**src/rtl/dfc_pkg.sv**
```systemverilog
/*
  Shared constants for the decimation filter control port: timing,
  status and configuration field positions, reset values.
  Assumes a single 100 MHz clock domain.
*/
package dfc_pkg;
  localparam int CLK_HZ = 100_000_000;
  localparam int MOD_CLK_HZ = 1_024_000;
  localparam int BIT_RATE_HZ = 256_000;
  // Half period of the modulator clock, rounded down
  localparam int MOD_HALF_CYC = CLK_HZ / (2 * MOD_CLK_HZ);
  // Modulator clocks per bitstream bit (1.024 MHz / 256 kHz)
  localparam int CLK_PER_BIT = MOD_CLK_HZ / BIT_RATE_HZ;
  localparam int DATA_W = 24;
  localparam int STAT_W = 16;
  localparam int CFG_W = 8;
  localparam int CAL_WORD = 57;
  localparam int ACC_W = 32;
  localparam int BASE_CLOCKS = 16384;
  // Status bit positions, MSB first on the wire
  localparam int ST_ERR = 15;
  localparam int ST_OVW = 14;
  localparam int ST_MODULATOR_UNSTABLE_FLAG = 13;
  localparam int ST_ACCUM1_FAULT = 12;
  localparam int ST_ACCUM2_FAULT = 11;
  localparam int ST_RDY = 10;
  localparam int ST_SYNC1 = 9;
  localparam int ST_CALD = 8;
  // Configuration byte positions
  localparam int CF_PWD = 7;
  localparam int CF_CAL = 6;
  localparam int CF_OFS = 5;
  localparam int CF_SRC = 4;
  localparam int CF_RSV = 3;
  localparam int CF_DECIM_SEL2 = 2;
  localparam int CF_DECIM_SEL1 = 1;
  localparam int CF_DECIM_SEL0 = 0;
  localparam logic [2:0] DEC_RESERVED = 3'h7;
  localparam logic [DATA_W-1:0] DATA_RST = 24'h000000;
  localparam logic [7:0] CFG_RST = 8'h00;
  typedef enum logic [1:0] {FS_IDLE = 2'b00, FS_WAIT = 2'b01, FS_RUN = 2'b11} fstate_e;
endpackage

```
**src/rtl/pin_sync.sv**
```systemverilog
/*
  Two-flop synchroniser bank for asynchronous pins.
  Assumes inputs are quasi-static relative to clk or sampled by a slower rate.
*/
`timescale 1ns/100ps
module pin_sync #(
  parameter int W = 1
) (
  input wire logic clk, // system clock
  input wire logic rst, // unused: pins stay visible in reset
  input wire logic [W-1:0] d, // async inputs
  output logic [W-1:0] q // synchronised
);
  logic [W-1:0] meta_ff;
  logic [W-1:0] q_ff;
  logic [W-1:0] nxt_meta;
  logic [W-1:0] nxt_q;

  // First stage feeds only the second
  always_comb
  begin
    nxt_meta = d;
    nxt_q = meta_ff;
  end

  // Runs through reset, so reset can load the configuration from the pins
  always_ff @(posedge clk)
  begin
    meta_ff <= nxt_meta;
    q_ff <= nxt_q;
  end

  assign q = q_ff;
endmodule

```
**src/rtl/serial_port.sv**
```systemverilog
/*
  Host serial port: shifts status or data out on rising sclk,
  captures config writes on falling sclk. Edges arrive as one-cycle pulses
  from already synchronised pins.
*/
`timescale 1ns/100ps
module serial_port
  import dfc_pkg::*;
(
  input wire logic clk, // system clock
  input wire logic rst, // sync reset
  input wire logic sel_n, // chip select, low active, synced
  input wire logic rd_wr, // high read, low write, synced
  input wire logic sclk_rise, // sclk rising pulse
  input wire logic sclk_fall, // sclk falling pulse
  input wire logic sin, // serial in, synced
  input wire logic choose_data, // high data, low status
  input wire logic [DATA_W-1:0] data_word, // held conversion word
  input wire logic [STAT_W-1:0] stat_word, // live status word
  output logic sout, // serial out bit
  output logic sout_oe, // serial out drive enable
  output logic data_touch, // first data bit read pulse
  output logic data_done, // data lsb read pulse
  output logic stat_done, // status read finished pulse
  output logic cfg_wr, // config write pulse
  output logic [CFG_W-1:0] cfg_data // written config byte
);
  logic [DATA_W-1:0] sh_ff, nxt_sh;
  logic [4:0] cnt_ff, nxt_cnt;
  logic is_data_ff, nxt_is_data;
  logic sout_ff, nxt_sout;
  logic [CFG_W-1:0] wr_ff, nxt_wr;
  logic [3:0] wcnt_ff, nxt_wcnt;
  logic [CFG_W-1:0] cfg_ff, nxt_cfg;
  logic act;
  logic wr_done_ff, nxt_wr_done;

  assign act = !sel_n;

  // Shift engine; deselect restarts both directions
  always_comb
  begin
    nxt_sh = sh_ff;
    nxt_cnt = cnt_ff;
    nxt_is_data = is_data_ff;
    nxt_sout = sout_ff;
    nxt_wr = wr_ff;
    nxt_wcnt = wcnt_ff;
    nxt_cfg = cfg_ff;
    data_touch = 1'b0;
    data_done = 1'b0;
    stat_done = 1'b0;
    nxt_wr_done = 1'b0;
    if (!act)
    begin // [RULE15]
      nxt_cnt = 5'h00;
      nxt_wcnt = 4'h0;
    end
    else if (rd_wr)
    begin
      if (sclk_rise)
      begin // [RULE16] [RULE7]
        if (cnt_ff == 5'h00)
        begin
          nxt_is_data = choose_data; // [RULE20]
          nxt_sh = choose_data ? data_word : {stat_word, 8'h00};
          nxt_sout = choose_data ? data_word[DATA_W-1] : stat_word[STAT_W-1];
          nxt_cnt = 5'h01;
        end
        else
        begin
          nxt_sh = {sh_ff[DATA_W-2:0], 1'b0};
          nxt_sout = sh_ff[DATA_W-2];
          nxt_cnt = cnt_ff + 5'h01;
        end
      end
      if (sclk_fall && cnt_ff != 5'h00)
      begin
        if (is_data_ff && cnt_ff == 5'h01)
          data_touch = 1'b1;
        if (is_data_ff && cnt_ff == 5'(DATA_W)) // [RULE25]
          data_done = 1'b1;
        if (!is_data_ff && cnt_ff == 5'(STAT_W)) // [RULE24]
          stat_done = 1'b1;
      end
    end
    else if (sclk_fall)
    begin // [RULE16] [RULE19]
      nxt_wr = {wr_ff[CFG_W-2:0], sin};
      if (wcnt_ff == 4'(CFG_W - 1))
      begin
        nxt_cfg = {wr_ff[CFG_W-2:0], sin};
        nxt_wr_done = 1'b1;
        nxt_wcnt = 4'h0;
      end
      else
        nxt_wcnt = wcnt_ff + 4'h1;
    end
  end

  always_ff @(posedge clk)
  begin
    if (rst)
    begin
      sh_ff <= DATA_RST;
      cnt_ff <= 5'h00;
      is_data_ff <= 1'b0;
      sout_ff <= 1'b0;
      wr_ff <= CFG_RST;
      wcnt_ff <= 4'h0;
      cfg_ff <= CFG_RST;
      wr_done_ff <= 1'b0;
    end
    else
    begin
      sh_ff <= nxt_sh;
      cnt_ff <= nxt_cnt;
      is_data_ff <= nxt_is_data;
      sout_ff <= nxt_sout;
      wr_ff <= nxt_wr;
      wcnt_ff <= nxt_wcnt;
      cfg_ff <= nxt_cfg;
      wr_done_ff <= nxt_wr_done;
    end
  end

  assign sout = sout_ff;
  assign sout_oe = act && rd_wr; // [RULE17]
  assign cfg_data = cfg_ff;
  // Strobe one cycle late, once the new byte is already held
  assign cfg_wr = wr_done_ff;
endmodule

```
**src/rtl/decimation_filter_control_port.sv**
```systemverilog
/*
  Control and serial port of the decimation filter chip. Drives the
  modulator clock and resync, takes the modulator bitstream and flag,
  runs a simple sinc-style accumulate-and-dump decimator, and serves a
  host serial port. Assumes all pins other than clk and rst are asynchronous.
*/
`timescale 1ns/100ps
// Behaviour
// RULE1: Drive modulator clock near 1.024 MHz divided from the filter clock.
// RULE2: Raise modulator resync low to high to realign the modulator.
// RULE3: Take one bitstream bit per 256 kHz sample period.
// RULE4: Modulator flag rising sets an error status bit.
// RULE5: Error output pulled low, open-drain, when any error bit set.
// RULE6: Word-waiting high while a conversion word awaits reading.
// RULE7: Serial out two's complement, MSB first, changing on rising sclk.
// RULE8: Source select high takes test bitstream, low modulator bitstream.
// RULE9: Reset clears state, zeroes errors, data, offset; config from pins.
// RULE10: After reset, convolutions wait for a frame sync pulse.
// RULE11: Convolution starts with frame sync; period-aligned syncs are harmless.
// RULE12: Power-down stops convolution and modulator clock, keeps registers, port.
// RULE13: After power-down, convolutions wait for frame sync.
// RULE14: Mode select high uses pins, low uses last configuration write.
// RULE15: Chip select high ignores serial in, read/write and sclk.
// RULE16: Writes capture on falling sclk; reads drive on rising sclk.
// RULE17: Serial out floats while read/write is low.
// RULE18: Host makes sclk and holds serial in valid at falling edges.
// RULE19: Written words MSB first, latched on falling sclk.
// RULE20: Register choose high reads data word, low reads status word.
// RULE21: Offset correction high subtracts stored offset, low leaves words raw.
// RULE22: Sync after calibration request rise calibrates; offset is 57th word.
// RULE23: Decimation code sets 16384 clocks down to 256; code 111 reserved.
// RULE24: Status word is 16 bits of error, ready, sync, cal, config flags.
// RULE25: Each conversion word reads out as 24 bits per output period.
module decimation_filter_control_port
  import dfc_pkg::*;
(
  input wire logic clk, // 100 MHz system clock
  input wire logic rst, // sync reset, high
  output logic mod_clk, // modulator clock out
  output logic modulator_resync, // modulator resync out
  input wire logic modulator_bitstream, // modulator bitstream pin
  input wire logic test_bitstream, // test bitstream pin
  input wire logic modulator_unstable_flag, // modulator flag pin
  input wire logic frame_sync, // frame sync pin
  input wire logic power_down, // power-down pin
  input wire logic source_select, // source select pin
  input wire logic hw_mode, // high pins control, low config
  input wire logic decim_sel0, // decimation select bit 0
  input wire logic decim_sel1, // decimation select bit 1
  input wire logic decim_sel2, // decimation select bit 2
  input wire logic apply_offset_correction, // offset correction pin
  input wire logic offset_cal_request, // calibration request pin
  input wire logic accum1_fault, // first accumulator fault in
  input wire logic accum2_fault, // second accumulator fault in
  input wire logic chip_sel_n, // chip select, low active
  input wire logic read_write, // high read, low write
  input wire logic sclk, // host serial clock
  input wire logic serial_in, // host serial data in
  input wire logic register_choose, // high data, low status
  output logic serial_out, // serial data out
  output logic serial_out_oe, // serial out drive enable
  output logic error_n_out, // error pin level, always low
  output logic error_n_oe, // error pin pull-down enable
  output logic word_waiting // conversion word ready
);
  import dfc_pkg::*;

  localparam int NP = 19;
  logic [NP-1:0] pin_raw, pin_s;
  logic s_mbit, s_tbit, s_modulator_unstable_flag, s_sync, s_pwd, s_src, s_dec0, s_dec1, s_dec2;
  logic s_ofs, s_cal, s_a1, s_a2, s_csn, s_rw, s_sclk, s_sin, s_register_choose, s_hw;

  // Every asynchronous pin passes two flops first
  assign pin_raw = {modulator_bitstream, test_bitstream, modulator_unstable_flag,
    frame_sync, power_down, source_select, decim_sel0, decim_sel1, decim_sel2,
    apply_offset_correction, offset_cal_request, accum1_fault, accum2_fault,
    chip_sel_n, read_write, sclk, serial_in, register_choose, hw_mode};
  assign {s_mbit, s_tbit, s_modulator_unstable_flag, s_sync, s_pwd, s_src, s_dec0, s_dec1, s_dec2,
    s_ofs, s_cal, s_a1, s_a2, s_csn, s_rw, s_sclk, s_sin, s_register_choose, s_hw} = pin_s;

  pin_sync #(.W(NP)) u_sync (
    .clk(clk),
    .rst(rst),
    .d(pin_raw),
    .q(pin_s)
  );

  // Clocks per output word for a decimation code; reserved code held at slowest
  function automatic logic [14:0] clocks_per_word(input logic [2:0] code);
    if (code == DEC_RESERVED)
      clocks_per_word = 15'(BASE_CLOCKS - 1);
    else
      clocks_per_word = 15'((BASE_CLOCKS >> code) - 1); // [RULE23]
  endfunction

  // State registers
  logic sclk_q_ff, nxt_sclk_q, sync_q_ff, nxt_sync_q, modulator_unstable_flag_q_ff, nxt_modulator_unstable_flag_q;
  logic cal_q_ff, nxt_cal_q;
  logic [7:0] cfg_ff, nxt_cfg;
  logic [5:0] mdiv_ff, nxt_mdiv;
  logic mclk_ff, nxt_mclk;
  logic [1:0] bdiv_ff, nxt_bdiv;
  logic resync_ff, nxt_resync;
  fstate_e fs_ff, nxt_fs;
  logic [14:0] wcnt_ff, nxt_wcnt;
  logic signed [ACC_W-1:0] acc_ff, nxt_acc;
  logic [DATA_W-1:0] data_ff, nxt_data, ofs_ff, nxt_ofs;
  logic rdy_ff, nxt_rdy, pend_rd_ff, nxt_pend_rd;
  logic ovw_ff, nxt_ovw, mfe_ff, nxt_mfe, a1_ff, nxt_a1, a2_ff, nxt_a2;
  logic [1:0] after_sync_ff, nxt_after_sync;
  logic sync1_ff, nxt_sync1, cald_ff, nxt_cald;
  logic cal_arm_ff, nxt_cal_arm, cal_run_ff, nxt_cal_run;
  logic [5:0] calw_ff, nxt_calw;

  logic sclk_rise, sclk_fall, sync_rise, modulator_unstable_flag_rise, cal_rise;
  logic [7:0] eff_cfg, pin_cfg;
  logic data_touch, data_done, stat_done, cfg_wr;
  logic [CFG_W-1:0] cfg_data;
  logic [STAT_W-1:0] stat_word;
  logic any_err, bit_in, bit_tick, word_end;
  logic [DATA_W-1:0] raw_word, corr_word;

  assign sclk_rise = s_sclk && !sclk_q_ff;
  assign sclk_fall = !s_sclk && sclk_q_ff;
  assign sync_rise = s_sync && !sync_q_ff;
  assign modulator_unstable_flag_rise = s_modulator_unstable_flag && !modulator_unstable_flag_q_ff;
  assign cal_rise = s_cal && !cal_q_ff;

  // Pin view of the configuration byte; reserved bit reads zero
  assign pin_cfg = {s_pwd, s_cal, s_ofs, s_src, 1'b0, s_dec2, s_dec1, s_dec0};
  assign eff_cfg = s_hw ? pin_cfg : cfg_ff; // [RULE14]
  assign bit_in = eff_cfg[CF_SRC] ? s_tbit : s_mbit; // [RULE8]
  assign any_err = ovw_ff || mfe_ff || a1_ff || a2_ff;
  assign bit_tick = (bdiv_ff == 2'(CLK_PER_BIT - 1)) && mdiv_ff == 6'h00 && !mclk_ff;
  assign word_end = bit_tick && fs_ff == FS_RUN && wcnt_ff == 15'h0000;
  assign raw_word = acc_ff[ACC_W-1 -: DATA_W];
  // During calibration the offset register is bypassed
  assign corr_word = (eff_cfg[CF_OFS] && !cal_run_ff) ? raw_word - ofs_ff : raw_word; // [RULE21]

  assign stat_word = {any_err, ovw_ff, mfe_ff, a1_ff, a2_ff, rdy_ff, sync1_ff, cald_ff,
    eff_cfg[CF_PWD], eff_cfg[CF_CAL], eff_cfg[CF_OFS] && !cal_run_ff, eff_cfg[CF_SRC],
    1'b0, eff_cfg[CF_DECIM_SEL2], eff_cfg[CF_DECIM_SEL1], eff_cfg[CF_DECIM_SEL0]}; // [RULE24]

  serial_port u_port (
    .clk(clk),
    .rst(rst),
    .sel_n(s_csn),
    .rd_wr(s_rw),
    .sclk_rise(sclk_rise),
    .sclk_fall(sclk_fall),
    .sin(s_sin),
    .choose_data(s_register_choose),
    .data_word(data_ff),
    .stat_word(stat_word),
    .sout(serial_out),
    .sout_oe(serial_out_oe),
    .data_touch(data_touch),
    .data_done(data_done),
    .stat_done(stat_done),
    .cfg_wr(cfg_wr),
    .cfg_data(cfg_data)
  );

  // Clocking, framing, decimation and status next-state
  always_comb
  begin
    nxt_sclk_q = s_sclk;
    nxt_sync_q = s_sync;
    nxt_modulator_unstable_flag_q = s_modulator_unstable_flag;
    nxt_cal_q = s_cal;
    nxt_cfg = cfg_wr ? cfg_data : cfg_ff;
    nxt_mdiv = mdiv_ff;
    nxt_mclk = mclk_ff;
    nxt_bdiv = bdiv_ff;
    nxt_resync = resync_ff;
    nxt_fs = fs_ff;
    nxt_wcnt = wcnt_ff;
    nxt_acc = acc_ff;
    nxt_data = data_ff;
    nxt_ofs = ofs_ff;
    nxt_rdy = rdy_ff;
    nxt_pend_rd = pend_rd_ff;
    nxt_ovw = ovw_ff;
    nxt_mfe = mfe_ff;
    nxt_a1 = a1_ff;
    nxt_a2 = a2_ff;
    nxt_after_sync = after_sync_ff;
    nxt_sync1 = sync1_ff;
    nxt_cald = cald_ff;
    nxt_cal_arm = cal_arm_ff || cal_rise;
    nxt_cal_run = cal_run_ff;
    nxt_calw = calw_ff;
    // Modulator clock divider; halted in power-down
    if (!eff_cfg[CF_PWD])
    begin // [RULE1] [RULE12]
      if (mdiv_ff == 6'(MOD_HALF_CYC - 1))
      begin
        nxt_mdiv = 6'h00;
        nxt_mclk = !mclk_ff;
        if (mclk_ff)
          nxt_bdiv = bdiv_ff + 2'h1; // [RULE3]
      end
      else
        nxt_mdiv = mdiv_ff + 6'h01;
    end
    // Framing: power-down drops back to waiting for sync
    case (fs_ff)
      FS_IDLE:
      begin
        nxt_fs = FS_WAIT; // [RULE10]
      end
      FS_WAIT:
      begin
        nxt_resync = 1'b0;
        if (sync_rise && !eff_cfg[CF_PWD])
        begin // [RULE11] [RULE13]
          nxt_fs = FS_RUN;
          nxt_resync = 1'b1; // [RULE2]
          nxt_bdiv = 2'h0;
          nxt_wcnt = clocks_per_word(eff_cfg[2:0]) >> 2;
          nxt_acc = '0;
          nxt_after_sync = 2'h0;
        end
      end
      FS_RUN:
      begin
        if (eff_cfg[CF_PWD])
          nxt_fs = FS_WAIT; // [RULE12]
        else if (sync_rise && wcnt_ff != 15'h0000)
        begin // Off-period sync restarts the frame
          nxt_wcnt = clocks_per_word(eff_cfg[2:0]) >> 2;
          nxt_acc = '0;
          nxt_resync = 1'b1;
          nxt_after_sync = 2'h0;
        end
        else if (bit_tick)
        begin
          nxt_resync = 1'b0;
          nxt_acc = acc_ff + (bit_in ? 32'sh00010000 : -32'sh00010000);
          nxt_wcnt = wcnt_ff - 15'h0001;
          if (word_end)
          begin
            nxt_acc = '0;
            nxt_wcnt = clocks_per_word(eff_cfg[2:0]) >> 2;
          end
        end
      end
      default:
        nxt_fs = FS_IDLE;
    endcase
    if (sync_rise && cal_arm_ff)
    begin // [RULE22]
      nxt_cal_arm = cal_rise;
      nxt_cal_run = 1'b1;
      nxt_calw = 6'h00;
    end
    // Word completion: load, or flag overwrite when a read is under way
    if (word_end)
    begin
      nxt_sync1 = after_sync_ff == 2'h1;
      if (after_sync_ff != 2'h3)
        nxt_after_sync = after_sync_ff + 2'h1;
      nxt_cald = 1'b0;
      if (cal_run_ff)
        nxt_calw = calw_ff + 6'h01;
      if (cal_run_ff && calw_ff == 6'(CAL_WORD - 1))
      begin
        nxt_ofs = raw_word;
        nxt_cald = 1'b1;
        nxt_cal_run = 1'b0;
      end
      if (pend_rd_ff)
        nxt_ovw = 1'b1;
      else
      begin
        nxt_data = corr_word;
        nxt_rdy = 1'b1; // [RULE6]
      end
    end
    if (data_touch)
      nxt_pend_rd = 1'b1;
    if (data_done)
    begin
      nxt_pend_rd = 1'b0;
      nxt_rdy = 1'b0;
    end
    // Status read clears errors; a new event that cycle wins
    if (stat_done)
    begin
      nxt_ovw = 1'b0;
      nxt_mfe = s_modulator_unstable_flag;
      nxt_a1 = s_a1;
      nxt_a2 = s_a2;
    end
    if (modulator_unstable_flag_rise)
      nxt_mfe = 1'b1; // [RULE4]
    if (s_a1)
      nxt_a1 = 1'b1;
    if (s_a2)
      nxt_a2 = 1'b1;
    if (word_end && pend_rd_ff)
      nxt_ovw = 1'b1;
  end

  // Registers; config loads from pins at reset
  always_ff @(posedge clk)
  begin
    if (rst)
    begin // [RULE9]
      {sclk_q_ff, sync_q_ff, modulator_unstable_flag_q_ff, cal_q_ff, mclk_ff, resync_ff} <= '0;
      {mdiv_ff, bdiv_ff, wcnt_ff, acc_ff, rdy_ff, pend_rd_ff} <= '0;
      {ovw_ff, mfe_ff, a1_ff, a2_ff, sync1_ff, cald_ff} <= '0;
      {cal_arm_ff, cal_run_ff, calw_ff} <= '0;
      cfg_ff <= pin_cfg;
      fs_ff <= FS_IDLE;
      data_ff <= DATA_RST;
      ofs_ff <= DATA_RST;
      after_sync_ff <= 2'h3;
    end
    else
    begin
      {sclk_q_ff, sync_q_ff, modulator_unstable_flag_q_ff} <= {nxt_sclk_q, nxt_sync_q, nxt_modulator_unstable_flag_q};
      {cal_q_ff, cfg_ff, mdiv_ff, mclk_ff} <= {nxt_cal_q, nxt_cfg, nxt_mdiv, nxt_mclk};
      {bdiv_ff, resync_ff, wcnt_ff, acc_ff} <= {nxt_bdiv, nxt_resync, nxt_wcnt, nxt_acc};
      fs_ff <= nxt_fs;
      {data_ff, ofs_ff, rdy_ff, pend_rd_ff} <= {nxt_data, nxt_ofs, nxt_rdy, nxt_pend_rd};
      {ovw_ff, mfe_ff, a1_ff, a2_ff, sync1_ff} <= {nxt_ovw, nxt_mfe, nxt_a1, nxt_a2, nxt_sync1};
      {after_sync_ff, cald_ff, cal_arm_ff} <= {nxt_after_sync, nxt_cald, nxt_cal_arm};
      {cal_run_ff, calw_ff} <= {nxt_cal_run, nxt_calw};
    end
  end

  assign mod_clk = mclk_ff;
  assign modulator_resync = resync_ff;
  assign word_waiting = rdy_ff;
  assign error_n_out = 1'b0;
  assign error_n_oe = any_err; // [RULE5]
endmodule

```
**config.mk**
```make
export PLATFORM = sky130hd
export DESIGN_NAME = decimation_filter_control_port
export DESIGN_NICKNAME = d
export VERILOG_FILES = /design/src/rtl/dfc_pkg.sv /design/src/rtl/pin_sync.sv /design/src/rtl/serial_port.sv /design/src/rtl/decimation_filter_control_port.sv
export SDC_FILE = /design/constraint.sdc
export NUM_CORES = 1
export LEC_CHECK = 0
export BUFFER_PORTS_ARGS = -buffer_cell sky130_fd_sc_hd__buf_2
export CAP_MARGIN = 20
export CORE_MARGIN = 2
export CORE_UTILIZATION = 60
export CTS_BUF_LIST = sky130_fd_sc_hd__clkbuf_8
export DETAILED_ROUTE_END_ITERATION = 10
export PLACE_DENSITY = 0.77
export SYNTH_ARGS = -nofsm -noshare
export SYNTH_HDL_FRONTEND = slang
export SYNTH_SLANG_ARGS = --single-unit
```
**constraint.sdc**
```tcl
create_clock -name clk -period 3.1 [get_ports clk]
set_input_delay 0.62 -clock clk [delete_from_list [all_inputs] [get_ports clk]]
set_output_delay 0.62 -clock clk [all_outputs]
set_load 0.02 [all_outputs]
```
==> impl_metrics.csv <==
group,metric,value,unit
critical_path,end_kind,"register",
detailed_routing,firstDrtPassIters,5,
cells_and_area,stdcell_count,1300,
pwr,peakVddDrop,0.548,mV
placement,gp_congestion,0.989,
grt,grt_remaining_overflow,0,
pwr,powerDensity,460,mW/mm^2
floorplanning,initial_utilization,0.609,
critical_path,r2r-start,"wcnt_ff[7]$_SDFFE_PP0P_",
synth,yosys_register_bits,192,
detailed_routing,wirelength,20600,um
cells_and_area,num_antenna_cells,0,
clock_network,cts_tree,"built",
critical_path,cp_num_buf_inv,2,
grt,grt_max_degree,88,
clock_network,h-tree-depth,4,
placement,place_hpwl,14200,um
run_status,status,"completed",
clock_network,cts_hold_buf,0,
detailed_routing,ant_nets,0,
clock_network,cts_buffer_depth,2,
placement,dp_slack,0.426,ns
grt,grt_pass1_wl,34000,um
pwr,p_leak,3.78,nW
worst_hold_path,hold_class,"in -> reg",
synth,synth_edf_count,7,
grt,antenna_found_initial,0,
timing,hold_ws,0.243,ns
detailed_routing,vias,7732,
synth,async_flop_share,0,
clock_network,clkTransAtPathRegs,0.11,ns
detailed_routing,vias_per_cell,5.95,
critical_path,crit_family,"simple AND/OR/NAND/NOR gates",
grt,grt.total_usage,0.258,
floorplanning,io_pins,28,
critical_path,cp_data_arrival_time,3.07,ns
timing,worst_slew_pin_slew,1.08,ns
critical_path,path_max_fanout,18,
floorplanning,die_area,0.0163,sq mm
clock_network,cts.sinks,192,
critical_path,cp-startpoint,"wcnt_ff[7]$_SDFFE_PP0P_",
clock_network,ctsRootBufferMaster,"clkbuf_8",
floorplanning,rows,45,
synth,yosysWarnings,0,
grt,use_met2,0.423,
cells_and_area,fin_nets,1153,
grt,top_usage_layer,"met2",
worst_hold_path,worstHoldStart,"read_write",
synth,synth_area,0.00916,sq mm
synth,synth_nets,1153,
detailed_routing,routedWlPerCell,15.8,um
timing,slew_viol_final,0,
timing,rsz0062_at_grt,"false",
clock_network,cts_buffers,17,
critical_path,max_stage_delay,0.59,ns
clock_network,post_cts_resized,0,
synth,synth.avg_cell_area,8.33,sq um
cells_and_area,drive_above_1_share,0.0953,
critical_path,cp_slowest_cell,"or4_4",
critical_path,critPathRequiredTime,3.45,ns
floorplanning,fp.coreArea,0.0150,sq mm
critical_path,crit_type,"reg -> reg",
timing,fin_skew,0.0150,ns
detailed_routing,drcViolationCount,0,
clock_network,clk_latency,0.47,ns
grt,grtUsageMet3,0.0519,
synth,ys_types,68,
timing,layout_setup_ws,0.380,ns
synth,synth-seq-area-share,0.427,
synth,synthFlopType,"dfxtp_1",
flow_run,cap_violations,0,
clock_network,cts_setup_buffers,0,
grt,grt_pass1_vias,7108,
timing,finalSetupTns,0,ns
synth,synthCells,1099,
timing,period_minus_slack,2.72,ns
critical_path,critPathLaunchType,"register",
floorplanning,die_height,128,um
cells_and_area,synthToLayoutAreaGrowth,7.57,%
placement,post-place-cells,1268,
floorplanning,chipWidth,128,um
grt,use_met1,0.343,
placement,io_buffers,26,
timing,setup_violations,0,
timing,slew_headroom,0.274,
critical_path,path_cells,"or4_4 > nor4_4 > nand4_1 > buf_4 > nor4_2 > buf_12 > mux2i_1 > nor2_1",
timing,timing.final.crit_share,0.877,
timing,fmax,0.368,GHz
detailed_routing,drt_iter0_drc,791,
timing,hold_violations,0,
-- power breakdown --
group	total (W)	switching [W]	internal [W]
clock	0.00157	0.000977	0.000595
sequential	0.00259	0.0000453	0.00255
combinational	0.000363	0.000236	0.000127
total	0.00453	0.00126	0.00327
-- path summary, 6_finish.rpt --
check / end / slack, ns / cells past startpoint
setup / recovery: ofs_ff[10]$_SDFFE_PP0P_ / 0.38 / 8
hold / removal: u_sync.meta_ff[4]$_DFF_P_ / 0.24 / 1
setup reg to reg: ofs_ff[10]$_SDFFE_PP0P_ / 0.38 / 8
hold reg to reg: u_sync.q[14]$_DFF_P_ / 0.33 / 0
-- layout by cell type, fill, tap and decap left out, types with 32 or more instances in the layout --
| cell type | n |
|---|---|
| dfxtp_1 | 185 |
| nand2_1 | 137 |
| nor2_1 | 129 |
| a21oi_1 | 84 |
| o21ai_0 | 48 |
| mux2i_1 | 43 |
| inv_1 | 42 |
| nand3_1 | 36 |
| ha_1 | 32 |
-- cell usage after synthesis (5+ instances only) --
cell | number | area (sq um)
a21o_1 | 11 | 82.6
a311oi_1 | 25 | 219
o211ai_1 | 18 | 135
a21oi_1 | 84 | 420
nor2_1 | 129 | 484
ha_1 | 32 | 400
a211oi_1 | 22 | 165
nand4_1 | 9 | 56.3
xnor2_1 | 13 | 114
or2_2 | 8 | 50.1
nor4_1 | 6 | 37.5
and3_1 | 12 | 75.1
inv_1 | 41 | 154
edfxtp_1 | 7 | 210
and2_1 | 6 | 37.5
nor3b_1 | 6 | 45.0
a31oi_1 | 12 | 75.1
buf_2 | 9 | 45.0
or3_1 | 5 | 31.3
o21ai_0 | 48 | 240
nand2b_1 | 9 | 56.3
xor2_1 | 15 | 131
dfxtp_1 | 185 | 3700
o21a_1 | 6 | 45.0
o211a_1 | 6 | 60.1
nor2b_1 | 14 | 87.6
nor3_1 | 27 | 135
nand2_1 | 137 | 514
nand3_1 | 36 | 180
mux2i_1 | 43 | 430
clkbuf_1 | 56 | 210
-- cells by family after synthesis --
group,count (synthesis),synth area share
compound gates,256,0.180
xor+xnor,28,0.0268
fa+ha+maj,33,0.0459
buf+inv,114,0.0500
flops,192,0.427
mux,44,0.0482
other cells,2,0.000820
simple gates,430,0.221
-- state kept, by name (all words and copies together), names as in the netlist, 2 cells and up --
signal           flops
wcnt_ff             15
u_port.wr_ff         7
after_sync_ff        2
u_port.cnt_ff        5
cfg_ff               7
acc_ff              16
ofs_ff              16
u_port.sh_ff        23
mdiv_ff              6
fs_ff                2
u_port.cfg_data      7
data_ff             17
bdiv_ff              2
calw_ff              6
u_port.wcnt_ff       4
u_sync.meta_ff      19
u_sync.q            19
-- cell type report --
cell class	count	area (sq um)
repair buffers	54	368
multi-input cells	793	4800
clock buffers	17	234
flip-flops and latches	192	3910
clock inverters	15	151
inverters	41	154
well taps	188	235
fillers	1309	5180
-- routing by layer --
layer	part of all wire	vias to the layer above	wire, um
met5	0	-	0
met4	0.017	0	346
met3	0.047	27	961
met2	0.47	176	9720
met1	0.46	3672	9560
li1	-	3857	-
-- stage by stage --
step	power, W	area, sq um	utilization
2_1_floorplan	0.00291	9160	-
3_3_place_gp	0.00300	9470	0.630
3_5_place_dp	0.00301	9470	0.630
4_1_cts	0.00456	9850	0.655
5_1_grt	0.00472	9850	0.655
6_report	0.00453	9850	0.655
(Power assumes the default switching activity.)
